===== src/ata_passthrough_params.svh =====
`ifndef ATA_PASSTHROUGH_PARAMS_SVH
`define ATA_PASSTHROUGH_PARAMS_SVH
// ****************************************
// Register byte offsets
// ****************************************
`define OFS_CMD0      6'h00
`define OFS_CMD3      6'h0C
`define OFS_CTRL      6'h10
`define OFS_STATUS    6'h14
`define OFS_IRQ_STAT  6'h18
`define OFS_IRQ_MASK  6'h1C
`define OFS_RDATA_LO  6'h20
`define OFS_RDATA_HI  6'h24
// ****************************************
// Field positions
// ****************************************
`define CTRL_START_BIT 0
`define CTRL_READ_BIT  1
`define STAT_BUSY_BIT  0
`define STAT_FAIL_BIT  1
`define STAT_SECT_LSB  8
`define STAT_SECT_MSB  16
`define IRQ_DONE_BIT   0
`define IRQ_FAIL_BIT   1
// ****************************************
// Reset values
// ****************************************
`define IRQ_RST        2'h0
`define SECTORS_RST    9'h000
// ****************************************
// Command block layout
// ****************************************
`define CB_BYTES       16
`define CB_MASK_BYTE   3
`define CB_COUNT_BYTE  4
`define CB_WDATA_BYTE  5
`define TF_REGS        8
`define SECTORS_ZERO   9'h100
// ****************************************
// Taskfile addresses
// ****************************************
`define TF_ADDR_CTRL   10'h3F6
`define TF_ADDR_BASE   10'h1F0
`endif


===== src/ata_passthrough_pkg.sv =====
package ata_passthrough_pkg;
  // Command controller states
  typedef enum logic [1:0] {ST_IDLE, ST_CHECK, ST_RUN} ctl_state_t;
  // Taskfile walker states
  typedef enum logic [1:0] {SQ_IDLE, SQ_SCAN, SQ_ACCESS} seq_state_t;
endpackage


===== src/taskfile_seq_if.sv =====
interface taskfile_seq_if;
  logic        start;      // One-cycle launch
  logic        read_mode;  // Read taskfile instead of write
  logic [7:0]  mask;       // Register selection
  logic [63:0] wbytes;     // Write bytes, byte k in lane k
  logic        busy;       // Walk in progress
  logic        done;       // One-cycle end of walk
  logic [63:0] rbytes;     // Read bytes, zero when unselected
  modport ctl (output start, read_mode, mask, wbytes, input busy, done, rbytes);
  modport seq (input start, read_mode, mask, wbytes, output busy, done, rbytes);
endinterface


===== src/taskfile_sequencer.sv =====
`include "ata_passthrough_params.svh"
module taskfile_sequencer
  import ata_passthrough_pkg::*;
(
  input  wire logic       i_mclk,
  input  wire logic       i_rst,
  taskfile_seq_if.seq     ctl,
  output logic            o_tf_req,
  output logic            o_tf_write,
  output logic [9:0]      o_tf_addr,
  output logic [7:0]      o_tf_wdata,
  input  wire logic       i_tf_ack,
  input  wire logic [7:0] i_tf_rdata
);
  seq_state_t  state, next_state;   // Walker state
  logic [2:0]  idx, next_idx;       // Current mask bit
  logic        done, next_done;     // End pulse
  logic        next_write;          // Direction of next access
  logic [9:0]  next_addr;           // Address of next access
  logic [7:0]  next_wdata;          // Data of next access
  logic [63:0] rbytes, next_rbytes; // Collected read bytes
  logic [63:0] sel_bits;            // Mask spread over byte lanes
  logic        clear;               // Start of walk
  logic        cap;                 // Read byte arrives

  assign o_tf_req   = (state == SQ_ACCESS);
  assign ctl.busy   = (state != SQ_IDLE);
  assign ctl.done   = done;
  assign ctl.rbytes = rbytes;
  assign clear      = (state == SQ_IDLE) && ctl.start;
  assign cap        = o_tf_req && i_tf_ack && !o_tf_write;

  // ****************************************
  // Read byte lanes
  // ****************************************
  for (genvar k = 0; k < `TF_REGS; k++) begin : g_lane
    // Unselected lanes stay zero after the clear
    assign next_rbytes[k*8 +: 8] = clear ? 8'h00 :
      (cap && idx == 3'(k)) ? i_tf_rdata : rbytes[k*8 +: 8];
    assign sel_bits[k*8 +: 8] = {8{ctl.mask[k]}};
  end

  // Walk the mask from bit 0 upward, one access at a time
  always_comb begin
    next_state = state;
    next_idx   = idx;
    next_done  = 1'b0;
    next_write = o_tf_write;
    next_addr  = o_tf_addr;
    next_wdata = o_tf_wdata;
    case (state)
      SQ_IDLE: begin
        if (ctl.start) begin
          next_idx   = 3'h0;
          next_state = SQ_SCAN;
        end
      end
      SQ_SCAN: begin
        if (ctl.mask[idx]) begin
          // Bit 0 is the control block, the rest the command block
          next_addr  = (idx == 3'h0) ? `TF_ADDR_CTRL : (`TF_ADDR_BASE | {7'h00, idx});
          // Bytes of unselected lanes are never looked at
          next_wdata = ctl.wbytes[{idx, 3'h0} +: 8];
          next_write = !ctl.read_mode;
          next_state = SQ_ACCESS;
        end else if (idx == 3'h7) begin
          next_done  = 1'b1;
          next_state = SQ_IDLE;
        end else begin
          next_idx = idx + 3'h1;
        end
      end
      SQ_ACCESS: begin
        // Held until the taskfile side acknowledges
        if (i_tf_ack) begin
          if (idx == 3'h7) begin
            next_done  = 1'b1;
            next_state = SQ_IDLE;
          end else begin
            next_idx   = idx + 3'h1;
            next_state = SQ_SCAN;
          end
        end
      end
      default: next_state = SQ_IDLE;
    endcase
  end

  // Register walker state
  always_ff @(posedge i_mclk) begin
    if (i_rst) begin
      state      <= SQ_IDLE;
      idx        <= 3'h0;
      done       <= 1'b0;
      o_tf_write <= 1'b0;
      o_tf_addr  <= 10'h000;
      o_tf_wdata <= 8'h00;
      rbytes     <= 64'h0;
    end else begin
      state      <= next_state;
      idx        <= next_idx;
      done       <= next_done;
      o_tf_write <= next_write;
      o_tf_addr  <= next_addr;
      o_tf_wdata <= next_wdata;
      rbytes     <= next_rbytes;
    end
  end
endmodule


===== src/ata_passthrough_block_decoder.sv =====
// Contract
// - Mask bit picks one taskfile register
// - Count byte gives sectors per block
// - Only powers of two; zero means 256
// - Illegal count completes with failure
// - Write bytes 5 to 12 feed taskfile
// - Unselected write bytes are ignored
// - Bytes 5..12 map ctrl through command
// - Accesses run bit 0 up to 7
// - Eight read bytes, unselected read zero
`include "ata_passthrough_params.svh"
module ata_passthrough_block_decoder
  import ata_passthrough_pkg::*;
(
  input  wire logic        i_mclk,
  input  wire logic        i_rst,
  input  wire logic [5:0]  i_address,
  input  wire logic        i_read,
  input  wire logic        i_write,
  input  wire logic [31:0] i_writedata,
  input  wire logic [3:0]  i_byteenable,
  output logic [31:0]      o_readdata,
  output logic             o_waitrequest,
  output logic             o_irq,
  output logic             o_tf_req,
  output logic             o_tf_write,
  output logic [9:0]       o_tf_addr,
  output logic [7:0]       o_tf_wdata,
  input  wire logic        i_tf_ack,
  input  wire logic [7:0]  i_tf_rdata
);
  // ****************************************
  // Declarations
  // ****************************************
  taskfile_seq_if seq_if ();

  // Bus slave
  logic        bus_req;          // Any request present
  logic        bus_ack;          // Answer cycle
  logic        next_bus_ack;     // Next answer flag
  logic        bus_wr;           // Write takes effect now
  logic        bus_rd;           // Read data is computed now
  logic [31:0] next_readdata;    // Read data to latch
  logic [31:0] stat_word;        // Status register view

  // Command bytes as written, and the frozen copy
  logic [7:0]  cmd_buf [`CB_BYTES];
  logic [7:0]  next_cmd [`CB_BYTES];
  logic [7:0]  shadow [`CB_BYTES];
  logic [7:0]  next_shadow [`CB_BYTES];

  // Control
  ctl_state_t  ctl_state;        // Controller state
  ctl_state_t  next_ctl_state;   // Next controller state
  logic        read_cfg;         // Read mode as programmed
  logic        next_read_cfg;
  logic        read_run;         // Read mode of running command
  logic        next_read_run;
  logic        capture;          // Start accepted this cycle
  logic [7:0]  count;            // Frozen block count byte
  logic        legal;            // Count is in the legal set
  logic [8:0]  sectors;          // Sectors per block
  logic [8:0]  next_sectors;
  logic        failed;           // Last command failed
  logic        next_failed;

  // Interrupts
  logic [1:0]  irq_stat;         // Sticky events
  logic [1:0]  next_irq_stat;
  logic [1:0]  irq_mask;         // Enables
  logic [1:0]  next_irq_mask;
  logic [1:0]  irq_set;          // Events this cycle
  logic [1:0]  irq_clr;          // Write-one-to-clear
  logic        next_irq;

  // ****************************************
  // Avalon-MM slave handshake
  // ****************************************
  // Fixed one wait cycle: data is looked up in the first
  // cycle and driven from a flop in the second, so the
  // read mux never sits on the output path.
  assign bus_req       = i_read || i_write;
  assign o_waitrequest = bus_req && !bus_ack;
  assign next_bus_ack  = bus_req && !bus_ack;
  assign bus_wr        = i_write && bus_ack;
  assign bus_rd        = i_read && !bus_ack;

  // Status word assembly
  always_comb begin
    stat_word = 32'h0;
    stat_word[`STAT_BUSY_BIT] = (ctl_state != ST_IDLE);
    stat_word[`STAT_FAIL_BIT] = failed;
    stat_word[`STAT_SECT_MSB:`STAT_SECT_LSB] = sectors;
  end

  // Read mux, unmapped offsets read as zero
  always_comb begin
    next_readdata = o_readdata;
    if (bus_rd) begin
      if (i_address <= `OFS_CMD3) begin
        next_readdata = {cmd_buf[{i_address[3:2], 2'h3}],
                         cmd_buf[{i_address[3:2], 2'h2}],
                         cmd_buf[{i_address[3:2], 2'h1}],
                         cmd_buf[{i_address[3:2], 2'h0}]};
      end else if (i_address == `OFS_CTRL) begin
        next_readdata = {30'h0, read_cfg, 1'b0};
      end else if (i_address == `OFS_STATUS) begin
        next_readdata = stat_word;
      end else if (i_address == `OFS_IRQ_STAT) begin
        next_readdata = {30'h0, irq_stat};
      end else if (i_address == `OFS_IRQ_MASK) begin
        next_readdata = {30'h0, irq_mask};
      end else if (i_address == `OFS_RDATA_LO) begin
        next_readdata = seq_if.rbytes[31:0];
      end else if (i_address == `OFS_RDATA_HI) begin
        next_readdata = seq_if.rbytes[63:32];
      end else begin
        next_readdata = 32'h0;
      end
    end
  end

  // Register the bus slave
  always_ff @(posedge i_mclk) begin
    if (i_rst) begin
      bus_ack    <= 1'b0;
      o_readdata <= 32'h0;
    end else begin
      bus_ack    <= next_bus_ack;
      o_readdata <= next_readdata;
    end
  end

  // ****************************************
  // Command block bytes
  // ****************************************
  // A start while busy is dropped, so the frozen copy
  // only ever changes between commands.
  assign capture = bus_wr && (i_address == `OFS_CTRL) && i_byteenable[0] &&
                   i_writedata[`CTRL_START_BIT] && (ctl_state == ST_IDLE);

  for (genvar k = 0; k < `CB_BYTES; k++) begin : g_cb
    // Byte k sits in word k/4, lane k%4
    assign next_cmd[k] =
      (bus_wr && i_byteenable[k % 4] && i_address == 6'(`OFS_CMD0 + 4 * (k / 4))) ?
      i_writedata[(k % 4) * 8 +: 8] : cmd_buf[k];
    // Copy all sixteen bytes at once
    assign next_shadow[k] = capture ? cmd_buf[k] : shadow[k];
    // Write bytes go to the walker in lane order
    if (k >= `CB_WDATA_BYTE && k < `CB_WDATA_BYTE + `TF_REGS) begin : g_wb
      assign seq_if.wbytes[(k - `CB_WDATA_BYTE) * 8 +: 8] = shadow[k];
    end
  end

  // Register command bytes; the trailing three are stored
  // but never checked, the host keeps them zero
  always_ff @(posedge i_mclk) begin
    if (i_rst) begin
      for (int k = 0; k < `CB_BYTES; k++) begin
        cmd_buf[k] <= 8'h00;
        shadow[k]  <= 8'h00;
      end
    end else begin
      for (int k = 0; k < `CB_BYTES; k++) begin
        cmd_buf[k] <= next_cmd[k];
        shadow[k]  <= next_shadow[k];
      end
    end
  end

  // ****************************************
  // Command controller
  // ****************************************
  assign count = shadow[`CB_COUNT_BYTE];
  // Zero or a single set bit
  assign legal = ((count & (count - 8'h01)) == 8'h00);

  assign seq_if.mask      = shadow[`CB_MASK_BYTE];
  assign seq_if.read_mode = read_run;
  assign seq_if.start     = (ctl_state == ST_CHECK) && legal;

  // Controller next state and events
  always_comb begin
    next_ctl_state = ctl_state;
    next_sectors   = sectors;
    next_failed    = failed;
    next_read_run  = read_run;
    next_read_cfg  = read_cfg;
    irq_set        = 2'h0;
    if (bus_wr && i_address == `OFS_CTRL && i_byteenable[0]) begin
      next_read_cfg = i_writedata[`CTRL_READ_BIT];
    end
    case (ctl_state)
      ST_IDLE: begin
        if (capture) begin
          // Mode written with the start bit is the one used
          next_read_run  = i_writedata[`CTRL_READ_BIT];
          next_ctl_state = ST_CHECK;
        end
      end
      ST_CHECK: begin
        // The count is trusted to match the drive
        if (legal) begin
          next_sectors   = (count == 8'h00) ? `SECTORS_ZERO : {1'b0, count};
          next_failed    = 1'b0;
          next_ctl_state = ST_RUN;
        end else begin
          // No taskfile access on an illegal count
          next_failed    = 1'b1;
          irq_set        = 2'h3;
          next_ctl_state = ST_IDLE;
        end
      end
      ST_RUN: begin
        if (seq_if.done) begin
          irq_set[`IRQ_DONE_BIT] = 1'b1;
          next_ctl_state = ST_IDLE;
        end
      end
      default: next_ctl_state = ST_IDLE;
    endcase
  end

  // Register controller state
  always_ff @(posedge i_mclk) begin
    if (i_rst) begin
      ctl_state <= ST_IDLE;
      sectors   <= `SECTORS_RST;
      failed    <= 1'b0;
      read_run  <= 1'b0;
      read_cfg  <= 1'b0;
    end else begin
      ctl_state <= next_ctl_state;
      sectors   <= next_sectors;
      failed    <= next_failed;
      read_run  <= next_read_run;
      read_cfg  <= next_read_cfg;
    end
  end

  // ****************************************
  // Interrupts
  // ****************************************
  assign irq_clr = (bus_wr && i_address == `OFS_IRQ_STAT && i_byteenable[0]) ?
                   i_writedata[1:0] : 2'h0;

  // Set beats clear so no event is lost
  always_comb begin
    next_irq_stat = (irq_stat & ~irq_clr) | irq_set;
    next_irq_mask = irq_mask;
    if (bus_wr && i_address == `OFS_IRQ_MASK && i_byteenable[0]) begin
      next_irq_mask = i_writedata[1:0];
    end
    next_irq = |(next_irq_stat & next_irq_mask);
  end

  // Register interrupt state
  always_ff @(posedge i_mclk) begin
    if (i_rst) begin
      irq_stat <= `IRQ_RST;
      irq_mask <= `IRQ_RST;
      o_irq    <= 1'b0;
    end else begin
      irq_stat <= next_irq_stat;
      irq_mask <= next_irq_mask;
      o_irq    <= next_irq;
    end
  end

  // ****************************************
  // Taskfile walker
  // ****************************************
  taskfile_sequencer u_seq (
    .i_mclk     (i_mclk),
    .i_rst      (i_rst),
    .ctl        (seq_if.seq),
    .o_tf_req   (o_tf_req),
    .o_tf_write (o_tf_write),
    .o_tf_addr  (o_tf_addr),
    .o_tf_wdata (o_tf_wdata),
    .i_tf_ack   (i_tf_ack),
    .i_tf_rdata (i_tf_rdata)
  );
endmodule


===== config.mk =====
export PLATFORM = sky130hd
export DESIGN_NAME = ata_passthrough_block_decoder
export DESIGN_NICKNAME = d
export VERILOG_FILES = /design/src/ata_passthrough_pkg.sv /design/src/taskfile_seq_if.sv /design/src/taskfile_sequencer.sv /design/src/ata_passthrough_block_decoder.sv
export VERILOG_INCLUDE_DIRS = /design/src /design/src/src
export SDC_FILE = /design/constraint.sdc
export NUM_CORES = 1
export LEC_CHECK = 0
export BUFFER_PORTS_ARGS = -buffer_cell sky130_fd_sc_hd__buf_2
export CORE_MARGIN = 8
export CORE_UTILIZATION = 45
export CTS_CLUSTER_DIAMETER = 80
export CTS_CLUSTER_SIZE = 12
export DETAILED_ROUTE_END_ITERATION = 8
export PLACE_DENSITY = 0.72
export SLEW_MARGIN = 10
export SYNTH_ARGS = -nofsm -noshare
export SYNTH_HDL_FRONTEND = slang
export SYNTH_SLANG_ARGS = --single-unit

===== constraint.sdc =====
create_clock -name i_mclk -period 4.7 [get_ports i_mclk]
set_input_delay 0.94 -clock i_mclk [delete_from_list [all_inputs] [get_ports i_mclk]]
set_output_delay 0.94 -clock i_mclk [all_outputs]
set_load 0.03 [all_outputs]

==> results.cfg <==
[placed_design]
placement.io_buffers = 107
finalWeightedCongestion = 0.9251
dp_hpwl_um = 30790

[setup_path]
cp.arrival_ns = 3.43
crit_path_required_time_ns = 5.04
cpPeakStageDelay_ns = 0.76
timing.setup.critical_path_class = input pin to register
endpoint_kind = register
critPathMaxFanout = 38
top_cell_family_by_delay_on_the_critical_path = simple AND/OR/NAND/NOR gates
crit_path_cell_trace = buf_2, or4b_1, nor3_4, buf_4, nand2_1, nand2_1, a21oi_1
start_kind = input pin
timing.critical_path.buf_inv = 2
worst_path_max_delay_cell = buf_2
path_common_cell = nand2_1

[finish]
post_route_cells_drive_above_1_share_pct = 13.94
finalNetCount = 1778
commonest_non_fill_non_tap_cell_in_the_layout = nand2_1
layout_common_cells = nand2_1 (394), dfxtp_1 (336), a21oi_1 (229)
area_growth_syn_to_layout_pct = 11.38

[sta]
hold_viol_final = 0
tightest_slew_ns = 1.184
fmaxAchievable_mhz = 324.1
timing.final.crit_period_ns = 3.085
setup_viol = 0
relSlewSlack_pct = 20.74
slew_viol_final = 0
finalCritPeriodShare_pct = 65.64
final.setup_skew_ns = 0.01274
timing.setup.tns_ns = 0
grt_setup_unrepaired = no

[global_routing]
grt_overflow = 0
grt_pass1_vias = 11860
number_of_antenna_violations_at_the_first_check_in_global_routing = 0
grtUsageTotal_pct = 21.73
grt_first_pass_wirelength_um = 67140
largest_net_degree_at_the_start_of_global_routing = 123

[floorplan]
die_height_um = 196.3
placeableCoreArea_um2 = 32290
die_outline_area_um2 = 38530
initial_core_util_pct = 45.30
floorplan.rows = 66
die_width_um = 196.3
floorplan.io_pins = 109

[synthesis]
post_synthesis_cell_count = 1677
synth_top_area_cell = dfxtp_1
seq_area_frac_synth_pct = 47.63
ys_flop_type = dfxtp_1
yosys_warnings = 0
synth.distinct_cells = 53
synth.ff_latch_count = 344
post_synth_instance_area_um2 = 14630
yosys-top-cells-area = dfxtp_1 (46%), nand2_1 (10%), a21oi_1 (7.8%)
syn-mean-instance-area_um2 = 8.721
synth_fp_nets = 1746
netlist.area_leader.share_pct = 45.99
synthArstFlopShare_pct = 0
synth_enable_flop_cells = 8

[detailed_routing]
average_routed_wire_per_standard_cell_um = 19.93
first_iter_violations = 1242
post_detailed_route_drc_marker_count = 0
num_vias = 12500
vias_per_cell = 5.794
routed_wl_um = 43000
ant_nets = 0
drt_pass1_iterations = 5

[run]
max_cap_viol_count = 0

[cts]
post-cts-setup-buffers = 0
holdBufCountCts = 0
cts.root.buffer_cell = clkbuf_16
path_clk_slew_ns = 0.06
cts_tree = done
cts_buffer_depth = 3
cts.sinks = 344
htree_num_levels = 2
tritoncts.num_buffers = 34
clock_latency_of_the_later_clocked_register_in_the_worst_skew_pair_ns = 0.51
post_cts.resized_instances = 0

[power_and_ir_drop]
power.density_cell_area_nw_per_um2 = 351.8
power.static_leakage_nw = 5.777
total_power_mw = 5.730
worst_ir_drop_vdd_uv = 234.8

[min_path]
hp-class = register to register

[outcome]
outcome = complete, no violations
final timing paths:
check                                                        from                                end  slack, ns  cells past startpoint
worst min register to register  u_seq.ctl.rbytes[60]$_SDFFE_PP0P_  u_seq.ctl.rbytes[60]$_SDFFE_PP0P_       0.45                      2
worst max register to register          u_seq.idx[2]$_SDFFE_PP0P_          u_seq.idx[0]$_SDFFE_PP0P_       1.94                      5
worst min-delay path            u_seq.ctl.rbytes[60]$_SDFFE_PP0P_  u_seq.ctl.rbytes[60]$_SDFFE_PP0P_       0.45                      2
worst max-delay path                                 i_address[3]        cmd_buf[2][20]$_SDFFE_PP0P_       1.61                      7
per-layer routing:
metal	vias up	wire, µm	global-route usage [%]
met4	0	1613	8.226
met2	511	19870	35.09
met1	6023	18360	28.80
met3	92	3158	3.650
met5	-	0	0
li1	5878	-	-
state kept, by name, summed over array words and instances, names as in the netlist, 3 cells and up:
name	cells
u_seq.o_tf_wdata	8
u_seq.ctl.rbytes	64
o_readdata	32
sectors	9
u_seq.idx	3
cmd_buf	128
shadow	80
u_seq.o_tf_addr	5
power breakdown:
group / switching [mW] / leakage (nW) / internal [mW]
sequential: 0.0194 / 2.79 / 2.95
combinational: 0.264 / 2.54 / 0.104
clock: 1.08 / 0.444 / 1.30
total: 1.37 / 5.78 / 4.36
through the flow:
| step | utilization (%) | worst slack (ns) | std cells | hold slack [ns] | instance area (µm²) |
|---|---|---|---|---|---|
| 6_report | 50.45 | 1.615 | 2158 | 0.4533 | 16290 |
| 5_1_grt | 50.44 | 1.496 | 2157 | 0.4689 | 16290 |
| 4_1_cts | 50.44 | 1.648 | 2157 | 0.4547 | 16290 |
| 3_5_place_dp | 47.64 | 1.134 | 2115 | 0.4460 | 15380 |
| 3_3_place_gp | 47.64 | 1.156 | 2115 | 0.4394 | 15380 |
| 2_1_floorplan | - | 2.196 | 1677 | 0.4316 | 14630 |
Yosys cell counts (30+ instances only):
cell and count:
dfxtp_1 336, a22oi_1 30, nor2_1 119, nand3_1 136, nand2_1 395, mux2i_1 71, mux4_2 48, a311oi_1 30
buf_2 33, clkbuf_1 88, a21oi_1 229
worst reg2reg max path, cell delays in order, from the launching register on:
cell and delay, ns:
dfxtp_1 0.78, inv_1 0.48, nand3_1 0.25, nand4_1 0.39, o211ai_1 0.37, mux2_1 0.37
logic make-up (layout without fill, tap and decap cells):
logic type / count (synthesis) / after routing / synth area share (%)
fa+ha+maj: 16 / 16 / 1.335
simple gates: 716 / 716 / 20.82
compound gates: 322 / 322 / 13.16
flops: 344 / 344 / 47.63
mux: 124 / 124 / 12.64
buf+inv: 154 / 192 / 4.389
other cells: 1 / 2 / 0.02564
final cells by class:
cell class | instances | area (µm²)
Fill cell | 3029 | 16000
Multi-Input combinational cell | 1179 | 7036
Sequential cell | 344 | 6967
Clock buffer | 38 | 865.8
Timing Repair Buffer | 136 | 774.5
Tap cell | 442 | 553.0
Inverter | 14 | 52.55
Clock inverter | 4 | 38.79
Antenna cell | 1 | 2.502
(Power assumes the default switching activity.)
